[config.mk]
export PLATFORM = sky130hd
export DESIGN_NAME = adc_ctl
export DESIGN_NICKNAME = d
export VERILOG_FILES = /design/src/verilog/adc_pkg.sv /design/src/verilog/adc_tad_gen.sv /design/src/verilog/adc_ctl.sv
export SDC_FILE = /design/constraint.sdc
export NUM_CORES = 1
export LEC_CHECK = 0
export BUFFER_PORTS_ARGS = -buffer_cell sky130_fd_sc_hd__buf_2
export CORE_UTILIZATION = 25
export DETAILED_ROUTE_END_ITERATION = 16
export PLACE_DENSITY = 0.44
export SYNTH_ARGS = -nofsm -noshare
export SYNTH_HDL_FRONTEND = slang
export SYNTH_SLANG_ARGS = --single-unit
[constraint.sdc]
create_clock -name clk_sys -period 4.4 [get_ports clk_sys]
set_input_delay 0.66 -clock clk_sys [delete_from_list [all_inputs] [get_ports clk_sys]]
set_output_delay 0.66 -clock clk_sys [all_outputs]
set_load 0.02 [all_outputs]
[src/verilog/adc_pkg.sv]
// Constants, codes and helpers of the converter control block
package adc_pkg;

  // Register offsets on the local port
  localparam logic [1:0] ADC_OFF_CTL0 = 2'h0;
  localparam logic [1:0] ADC_OFF_CTL1 = 2'h1;
  localparam logic [1:0] ADC_OFF_RES_HI = 2'h2;
  localparam logic [1:0] ADC_OFF_RES_LO = 2'h3;

  // Field positions, first control register
  localparam int ADC_C0_EN = 0;
  localparam int ADC_C0_GO = 1;
  localparam int ADC_C0_CHS = 2;
  // Field positions, second control register
  localparam int ADC_C1_PREF = 0;
  localparam int ADC_C1_NREF = 2;
  localparam int ADC_C1_CS = 4;
  localparam int ADC_C1_FM = 7;

  // Reset values of the control registers
  localparam logic [7:0] ADC_CTL0_RST = 8'h00;
  localparam logic [7:0] ADC_CTL1_RST = 8'h00;

  // Result width
  localparam int ADC_RES_W = 10;

  // Channel codes
  localparam logic [4:0] ADC_CH_LAST_EXT = 5'h0b;
  localparam logic [4:0] ADC_CH_TEMP = 5'h1d;
  localparam logic [4:0] ADC_CH_DAC = 5'h1e;
  localparam logic [4:0] ADC_CH_FVR = 5'h1f;

  // Clock select codes; RC matches on the low two bits
  localparam logic [2:0] ADC_CS_DIV2 = 3'h0;
  localparam logic [2:0] ADC_CS_DIV8 = 3'h1;
  localparam logic [2:0] ADC_CS_DIV32 = 3'h2;
  localparam logic [1:0] ADC_CS_RC_LOW = 2'h3;
  localparam logic [2:0] ADC_CS_DIV4 = 3'h4;
  localparam logic [2:0] ADC_CS_DIV16 = 3'h5;
  localparam logic [2:0] ADC_CS_DIV64 = 3'h6;

  // System clock divisors, in clk_sys cycles per step
  localparam logic [6:0] ADC_DIV2 = 7'h02;
  localparam logic [6:0] ADC_DIV4 = 7'h04;
  localparam logic [6:0] ADC_DIV8 = 7'h08;
  localparam logic [6:0] ADC_DIV16 = 7'h10;
  localparam logic [6:0] ADC_DIV32 = 7'h20;
  localparam logic [6:0] ADC_DIV64 = 7'h40;

  // Code to divisor
  function automatic logic [6:0] adc_div_of(input logic [2:0] sel);
    case (sel)
      ADC_CS_DIV2: adc_div_of = ADC_DIV2;
      ADC_CS_DIV8: adc_div_of = ADC_DIV8;
      ADC_CS_DIV32: adc_div_of = ADC_DIV32;
      ADC_CS_DIV4: adc_div_of = ADC_DIV4;
      ADC_CS_DIV16: adc_div_of = ADC_DIV16;
      ADC_CS_DIV64: adc_div_of = ADC_DIV64;
      default: adc_div_of = ADC_DIV2;
    endcase
  endfunction : adc_div_of

  // Does a channel code connect any source
  function automatic logic adc_chan_ok(input logic [4:0] channel_select);
    adc_chan_ok = (channel_select <= ADC_CH_LAST_EXT) ||
                  (channel_select >= ADC_CH_TEMP);
  endfunction : adc_chan_ok

  // High result byte in the chosen placement
  function automatic logic [7:0] adc_fmt_hi(input logic [9:0] r,
                                           input logic rj);
    adc_fmt_hi = rj ? {6'h00, r[9:8]} : r[9:2];
  endfunction : adc_fmt_hi

  // Low result byte in the chosen placement
  function automatic logic [7:0] adc_fmt_lo(input logic [9:0] r,
                                           input logic rj);
    adc_fmt_lo = rj ? r[7:0] : {r[1:0], 6'h00};
  endfunction : adc_fmt_lo

endpackage : adc_pkg

[src/verilog/adc_tad_gen.sv]
// Conversion step enable generator: system divider or RC pulses
`timescale 1ns/1ps
module adc_tad_gen
  import adc_pkg::*;
(
  input wire logic clk_sys,
  input wire logic rst,
  input wire logic run,
  input wire logic [2:0] clk_sel,
  input wire logic rc_osc,
  output logic tad_q
);

  // Whole state of the generator
  typedef struct packed {
    logic rc_m; // First sync stage, read only by rc_s
    logic rc_s; // Second sync stage
    logic rc_p; // Delayed copy for edge detection
    logic [6:0] cnt; // Divider count
    logic tad; // One-cycle step enable
  } adc_tad_st_t;

  adc_tad_st_t s_q;
  adc_tad_st_t s_d;

  // Next state
  always_comb begin
    s_d = s_q;
    s_d.rc_m = rc_osc;
    s_d.rc_s = s_q.rc_m;
    s_d.rc_p = s_q.rc_s;
    s_d.tad = 1'b0;
    if (!run) begin
      // Idle converter restarts its step phase
      s_d.cnt = 7'h00;
    end else if (clk_sel[1:0] == ADC_CS_RC_LOW) begin
      // Rising edge of the RC oscillator is one step
      s_d.tad = s_q.rc_s && !s_q.rc_p;
    end else if (s_q.cnt + 7'h01 >= adc_div_of(clk_sel)) begin
      s_d.cnt = 7'h00;
      s_d.tad = 1'b1;
    end else begin
      s_d.cnt = s_q.cnt + 7'h01;
    end
  end

  // State register
  always_ff @(posedge clk_sys) begin
    if (rst) begin
      s_q <= '0;
    end else begin
      s_q <= s_d;
    end
  end

  assign tad_q = s_q.tad;
endmodule : adc_tad_gen

[src/verilog/adc_ctl.sv]
// Converter control and status registers with the SAR sequencer
//
// Our own choices: strobed register access and the address map.
`timescale 1ns/1ps
module adc_ctl
  import adc_pkg::*;
(
  input wire logic clk_sys,
  input wire logic rst,
  input wire logic [1:0] addr,
  input wire logic [7:0] wdata,
  input wire logic wr_en,
  input wire logic rd_en,
  output logic [7:0] rdata_q,
  input wire logic cmp_in,
  input wire logic rc_osc,
  output logic conv_enable_q,
  output logic conv_busy_q,
  output logic [4:0] chan_sel_q,
  output logic chan_valid_q,
  output logic [9:0] sar_code_q,
  output logic done_pulse_q,
  output logic nref_sel_q,
  output logic [1:0] pref_sel_q
);

  // Sequencer states
  typedef enum logic [0:0] {
    ADC_IDLE,
    ADC_CONV
  } adc_state_t;

  // Whole state of the block
  typedef struct packed {
    adc_state_t st; // Sequencer state
    logic [4:0] channel_select; // Channel select
    logic en; // Converter enable
    logic fm; // Result justification, 1 = right
    logic [2:0] cs; // Conversion clock select
    logic nref; // Negative reference select
    logic [1:0] pref; // Positive reference select
    logic [7:0] res_hi; // High result byte
    logic [7:0] res_lo; // Low result byte
    logic [9:0] sar; // Trial code to the analog core
    logic [3:0] idx; // Bit being decided
    logic last; // Last decided bit value
    logic cmp_m; // Comparator sync, first stage
    logic cmp_s; // Comparator sync, second stage
    logic [7:0] rdata; // Read data, valid one cycle
    logic done; // Completion pulse
    logic cv; // Channel connects a source
  } adc_st_t;

  adc_st_t s_q;
  adc_st_t s_d;
  logic tad;
  logic [9:0] fill_v; // Partial result after abort
  logic [9:0] step_v; // Code with current bit decided

  // Step enable for the successive approximation
  adc_tad_gen u_tad (
    .clk_sys(clk_sys),
    .rst(rst),
    .run(s_q.st == ADC_CONV),
    .clk_sel(s_q.cs),
    .rc_osc(rc_osc),
    .tad_q(tad)
  );

  // Undecided bits copy the last decided one
  always_comb begin
    fill_v = s_q.sar;
    for (int i = 0; i < ADC_RES_W; i++) begin
      if (i <= int'(s_q.idx)) begin
        fill_v[i] = s_q.last;
      end
    end
  end

  // Current trial bit kept or dropped by the comparator
  always_comb begin
    step_v = s_q.sar;
    step_v[s_q.idx] = s_q.cmp_s;
  end

  // Next state: bus, sequencer, result loading
  always_comb begin
    s_d = s_q;
    s_d.done = 1'b0;
    s_d.rdata = 8'h00;
    // Comparator crosses from the analog domain
    s_d.cmp_m = cmp_in;
    s_d.cmp_s = s_q.cmp_m;

    // Successive approximation steps
    if (s_q.st == ADC_CONV && tad) begin
      s_d.last = s_q.cmp_s;
      if (s_q.idx == 4'h0) begin
        // Completion: status clears, flag, results load
        s_d.st = ADC_IDLE;
        s_d.done = 1'b1;
        s_d.sar = step_v;
        s_d.res_hi = adc_fmt_hi(step_v, s_q.fm);
        s_d.res_lo = adc_fmt_lo(step_v, s_q.fm);
      end else begin
        s_d.sar = step_v;
        s_d.sar[s_q.idx - 4'h1] = 1'b1;
        s_d.idx = s_q.idx - 4'h1;
      end
    end

    // Register writes; a start write wins over completion
    if (wr_en) begin
      case (addr)
        ADC_OFF_CTL0: begin
          s_d.channel_select = wdata[ADC_C0_CHS +: 5];
          s_d.en = wdata[ADC_C0_EN];
          if (!wdata[ADC_C0_EN]) begin
            // Turning off drops any conversion not completing this cycle, no update
            s_d.st = ADC_IDLE;
          end else if (wdata[ADC_C0_GO] && s_d.st == ADC_IDLE) begin
            // Also taken in the completing cycle: the start wins
            s_d.st = ADC_CONV;
            s_d.sar = 10'h200;
            s_d.idx = 4'h9;
            s_d.last = 1'b0;
          end else if (!wdata[ADC_C0_GO] && s_d.st == ADC_CONV) begin
            // Abort keeps what was converted so far
            s_d.st = ADC_IDLE;
            s_d.res_hi = adc_fmt_hi(fill_v, s_q.fm);
            s_d.res_lo = adc_fmt_lo(fill_v, s_q.fm);
          end
        end
        ADC_OFF_CTL1: begin
          s_d.fm = wdata[ADC_C1_FM];
          s_d.cs = wdata[ADC_C1_CS +: 3];
          s_d.nref = wdata[ADC_C1_NREF];
          s_d.pref = wdata[ADC_C1_PREF +: 2];
        end
        ADC_OFF_RES_HI: begin
          s_d.res_hi = wdata;
        end
        default: begin
          s_d.res_lo = wdata;
        end
      endcase
    end

    // Reads; unused bits come back as zero
    if (rd_en) begin
      case (addr)
        ADC_OFF_CTL0: begin
          s_d.rdata = {1'b0, s_q.channel_select,
                       s_q.st == ADC_CONV, s_q.en};
        end
        ADC_OFF_CTL1: begin
          s_d.rdata = {s_q.fm, s_q.cs, 1'b0,
                       s_q.nref, s_q.pref};
        end
        ADC_OFF_RES_HI: begin
          s_d.rdata = s_q.res_hi;
        end
        default: begin
          s_d.rdata = s_q.res_lo;
        end
      endcase
    end

    // Channel routing follows the next channel code
    s_d.cv = adc_chan_ok(s_d.channel_select);
  end

  // State register; results survive reset
  always_ff @(posedge clk_sys) begin
    if (rst) begin
      s_q <= '0;
      s_q.channel_select <= ADC_CTL0_RST[ADC_C0_CHS +: 5];
      s_q.en <= ADC_CTL0_RST[ADC_C0_EN];
      s_q.fm <= ADC_CTL1_RST[ADC_C1_FM];
      s_q.cs <= ADC_CTL1_RST[ADC_C1_CS +: 3];
      s_q.nref <= ADC_CTL1_RST[ADC_C1_NREF];
      s_q.pref <= ADC_CTL1_RST[ADC_C1_PREF +: 2];
      s_q.cv <= 1'b1;
      s_q.res_hi <= s_q.res_hi;
      s_q.res_lo <= s_q.res_lo;
    end else begin
      s_q <= s_d;
    end
  end

  // Outputs straight from the state flops
  assign rdata_q = s_q.rdata;
  assign conv_enable_q = s_q.en;
  assign conv_busy_q = s_q.st == ADC_CONV;
  assign chan_sel_q = s_q.channel_select;
  assign chan_valid_q = s_q.cv;
  assign sar_code_q = s_q.sar;
  assign done_pulse_q = s_q.done;
  assign nref_sel_q = s_q.nref;
  assign pref_sel_q = s_q.pref;
endmodule : adc_ctl

==> impl_metrics.py <==
metrics = {
    "run_status": {
        "status": "completed",
    },
    "cells_and_area": {
        "final_util_pct": 28.4,
        "n_antenna_cell": 0,
        "multiInputGateArea_mm2": 0.00233,
        "nNetsFinal": 534,
        "drive_above_1_share_pct": 15.2,
        "fillCellCount": 1836,
        "layout.area.seq_mm2": 0.00152,
        "syn_to_final_growth_pct": 11.1,
    },
    "critical_path": {
        "startpoint": "s_q[15]",
        "reg2reg_depth": 6,
        "critPathCapture": "s_q[37]",
        "startpoint_type": "flip-flop",
        "rr_endpoint": "s_q[37]",
        "cp.required_ns": 4.56,
        "cp_data_arrival_time_ns": 3.05,
        "r2r_slack_ns": 1.51,
        "crit_type": "reg -> reg",
        "cp_max_fo": 25,
        "worst_r2r_startpoint": "s_q[15]",
        "endpoint_kind": "flip-flop",
    },
    "cts": {
        "post_cts.repair.setup_buffers": 0,
        "cts-htree-levels": 3,
        "clkSinkCount": 68,
        "cts_buffer_depth": 2,
        "clock_latency_ns": 0.35,
        "clk_pin_slew_ns": 0.05,
        "ctsResizeCount": 0,
        "cts_tree": "done",
        "holdBufCountCts": 0,
        "cts_buffers": 9,
        "cts_root_buf": "clkbuf_16",
    },
    "sta": {
        "worst_pin_slew_ns": 0.889,
        "holdWs_ns": 0.434,
        "setup_viol": 0,
        "finalCritPeriodShare_pct": 65.7,
        "fmax_mhz": 346,
        "rsz0062_at_grt": "false",
        "fin_setup_tns_ns": 0,
        "maxSlewViolCount": 0,
        "period_minus_slack_ns": 2.89,
        "hold_viol": 0,
        "maxSlewHeadroom_pct": 40.7,
        "clock_skew_ns": 0.0120,
    },
    "drt": {
        "drc": 0,
        "final_antenna_net_count": 0,
        "via_per_inst": 5.25,
        "dr.pass1.iters": 6,
        "routed-via-count": 3810,
        "wl_um": 13300,
        "drt_iter0_drc": 407,
        "avgRoutedWirePerCell_um": 18.3,
    },
    "synthesis": {
        "syn_area_per_cell_um2": 8.43,
        "synthArstFlopShare_pct": 0,
        "synth_top_flop_cell": "dfxtp_1",
        "synth_seq_cells": 68,
        "synth-edff-count": 16,
        "ys_seq_area_share_pct": 35.9,
        "ys.warnings.count": 0,
        "syn-cell-area_mm2": 0.00424,
        "yosysUniqueCellTypes": 61,
        "synth.net_count": 536,
        "synthCells": 503,
    },
    "floorplanning": {
        "boundaryPins": 46,
        "coreArea_mm2": 0.0166,
        "num_rows": 47,
        "die_w_um": 132,
        "dieArea_mm2": 0.0175,
        "start_util_pct": 25.6,
        "die_h_um": 132,
    },
    "flow_run": {
        "cap_violations": 0,
    },
    "placement": {
        "gp_congestion": 0.819,
        "post-dp-hpwl_um": 9550,
        "port_buffers": 45,
    },
    "global_route": {
        "grt_max_degree": 29,
        "grt.total_usage_pct": 15.6,
        "antenna_found_initial": 0,
        "first_global_vias": 3713,
        "grt_first_pass_wirelength_um": 20800,
        "overflow": 0,
    },
    "worst_hold_path": {
        "worstHoldPathType": "reg -> reg",
    },
    "power_and_ir_drop": {
        "power_density_mw_per_mm2": 323,
        "p_leak_nw": 1.81,
        "ir_worst_vdd_mv": 0.180,
    },
}
-- cells in the mapped netlist, types with 3 or more instances --
cell type  instances  area (um^2)
a21boi_0           4         30.0
edfxtp_1          16          480
and3_1             4         25.0
o21a_1             3         22.5
nor3_1            12         60.1
mux2_2             4         45.0
buf_4             26          195
nand2b_1           4         25.0
o31ai_1            7         52.6
nand2_1           61          229
a222oi_1           6         60.1
clkbuf_1          27          101
nor2_1            45          169
inv_1             12         45.0
buf_2              7         35.0
a311oi_1           4         35.0
o22ai_1            3         18.8
a22o_1             9         78.8
a22oi_1           15          113
nand3b_1           3         22.5
o221ai_1           6         52.6
ha_1              17          213
nor2b_1            8         50.1
a21oi_1           35          175
xor2_1             4         35.0
or3_1              3         18.8
dfxtp_1           52         1040
and2_1             4         25.0
or3b_2             3         26.3
a211oi_1           9         67.6
a31oi_1            8         50.1
mux2i_1           15          150
o21ai_0           19         95.1
nand3_1           14         70.1
xnor2_1            3         26.3
-- metal layers --
metal  up-vias  track usage, %  routed length, um
met5         -               0                  0
met3        23            3.69               1030
li1       1809               -                  -
met2       149            24.7               5950
met1      1829            19.8               5990
met4         0            7.79                312
-- flip-flops by register name, summed over array words and instances (netlist names) --
name and flops:
s_q 25, sar_code_q 10, rdata_q 8, u_tad.s_q 8, chan_sel_q 5, pref_sel_q 2
u_tad.s_d 2, chan_valid_q 1, conv_busy_q 1, conv_enable_q 1, done_pulse_q 1, fill_v 1
nref_sel_q 1, s_d 1, u_tad.tad_q 1
-- critical path, stage by stage (launching register included) --
cell	delay, ns
dfxtp_1	0.59
nor2_1	0.75
nand3_1	0.31
buf_4	0.30
nor2_1	0.37
a22oi_1	0.13
o221ai_1	0.24
-- layout by cell type, fill, tap and decap left out, types with 9 or more instances in the layout --
master      n
edfxtp_1   16
a22o_1      9
nand3_1    14
buf_2      45
clkbuf_16   9
ha_1       17
a21oi_1    35
a22oi_1    15
nor2_1     45
o21ai_0    19
dfxtp_1    52
nand2_1    61
nor3_1     12
mux2i_1    15
inv_1      12
a211oi_1    9
-- per-stage QoR --
step | cell area (um^2) | cells | worst slack (ns) | power, W
4_1_cts | 4710 | 726 | 1.57 | 0.00154
5_1_grt | 4710 | 726 | 1.29 | 0.00159
3_3_place_gp | 4430 | 710 | 1.61 | 0.000837
2_1_floorplan | 4240 | 503 | 2.00 | 0.000792
6_report | 4710 | 726 | 1.51 | 0.00152
3_5_place_dp | 4430 | 710 | 1.55 | 0.000838
-- where the power goes --
group	leakage [nW]	internal [W]	total (W)	switching (W)
registers	0.580	0.000665	0.000683	0.0000183
logic	1.09	0.0000530	0.000142	0.0000890
clock network	0.139	0.000411	0.000695	0.000284
-- kinds of logic (layout without fill, tap and decap cells) --
family | count (synthesis) | in the layout | share of synthesized area [%]
muxes | 19 | 19 | 4.60
xor gates and xnor gates | 7 | 7 | 1.45
adders and majority gates | 17 | 17 | 5.02
DFF | 68 | 68 | 35.9
and+or+nand+nor | 171 | 171 | 19.6
buffers and inverters | 75 | 78 | 9.18
AOI/OAI and AO/OA | 146 | 146 | 24.3
-- how the worst min path moves through the flow --
stage	start	to	cells after the start
after floorplan	s_d[10]	s_q[10]	1
after global placement	u_tad.s_d[9]	u_tad.s_d[8]	1
after detailed placement	s_d[10]	s_q[10]	1
after CTS	s_d[10]	s_q[10]	1
after global routing	s_d[10]	s_q[10]	1
final	s_d[10]	s_q[10]	1
-- layout make-up --
type | instances | share of cell area (%)
clock buffers | 12 | 5.44
multi-input cells | 360 | 49.5
well taps | 220 | 5.84
inverters | 13 | 1.04
clock inverters | 4 | 0.505
flip-flops and latches | 68 | 32.3
repair buffers | 49 | 5.42
Power figures use the tool's default switching activity.
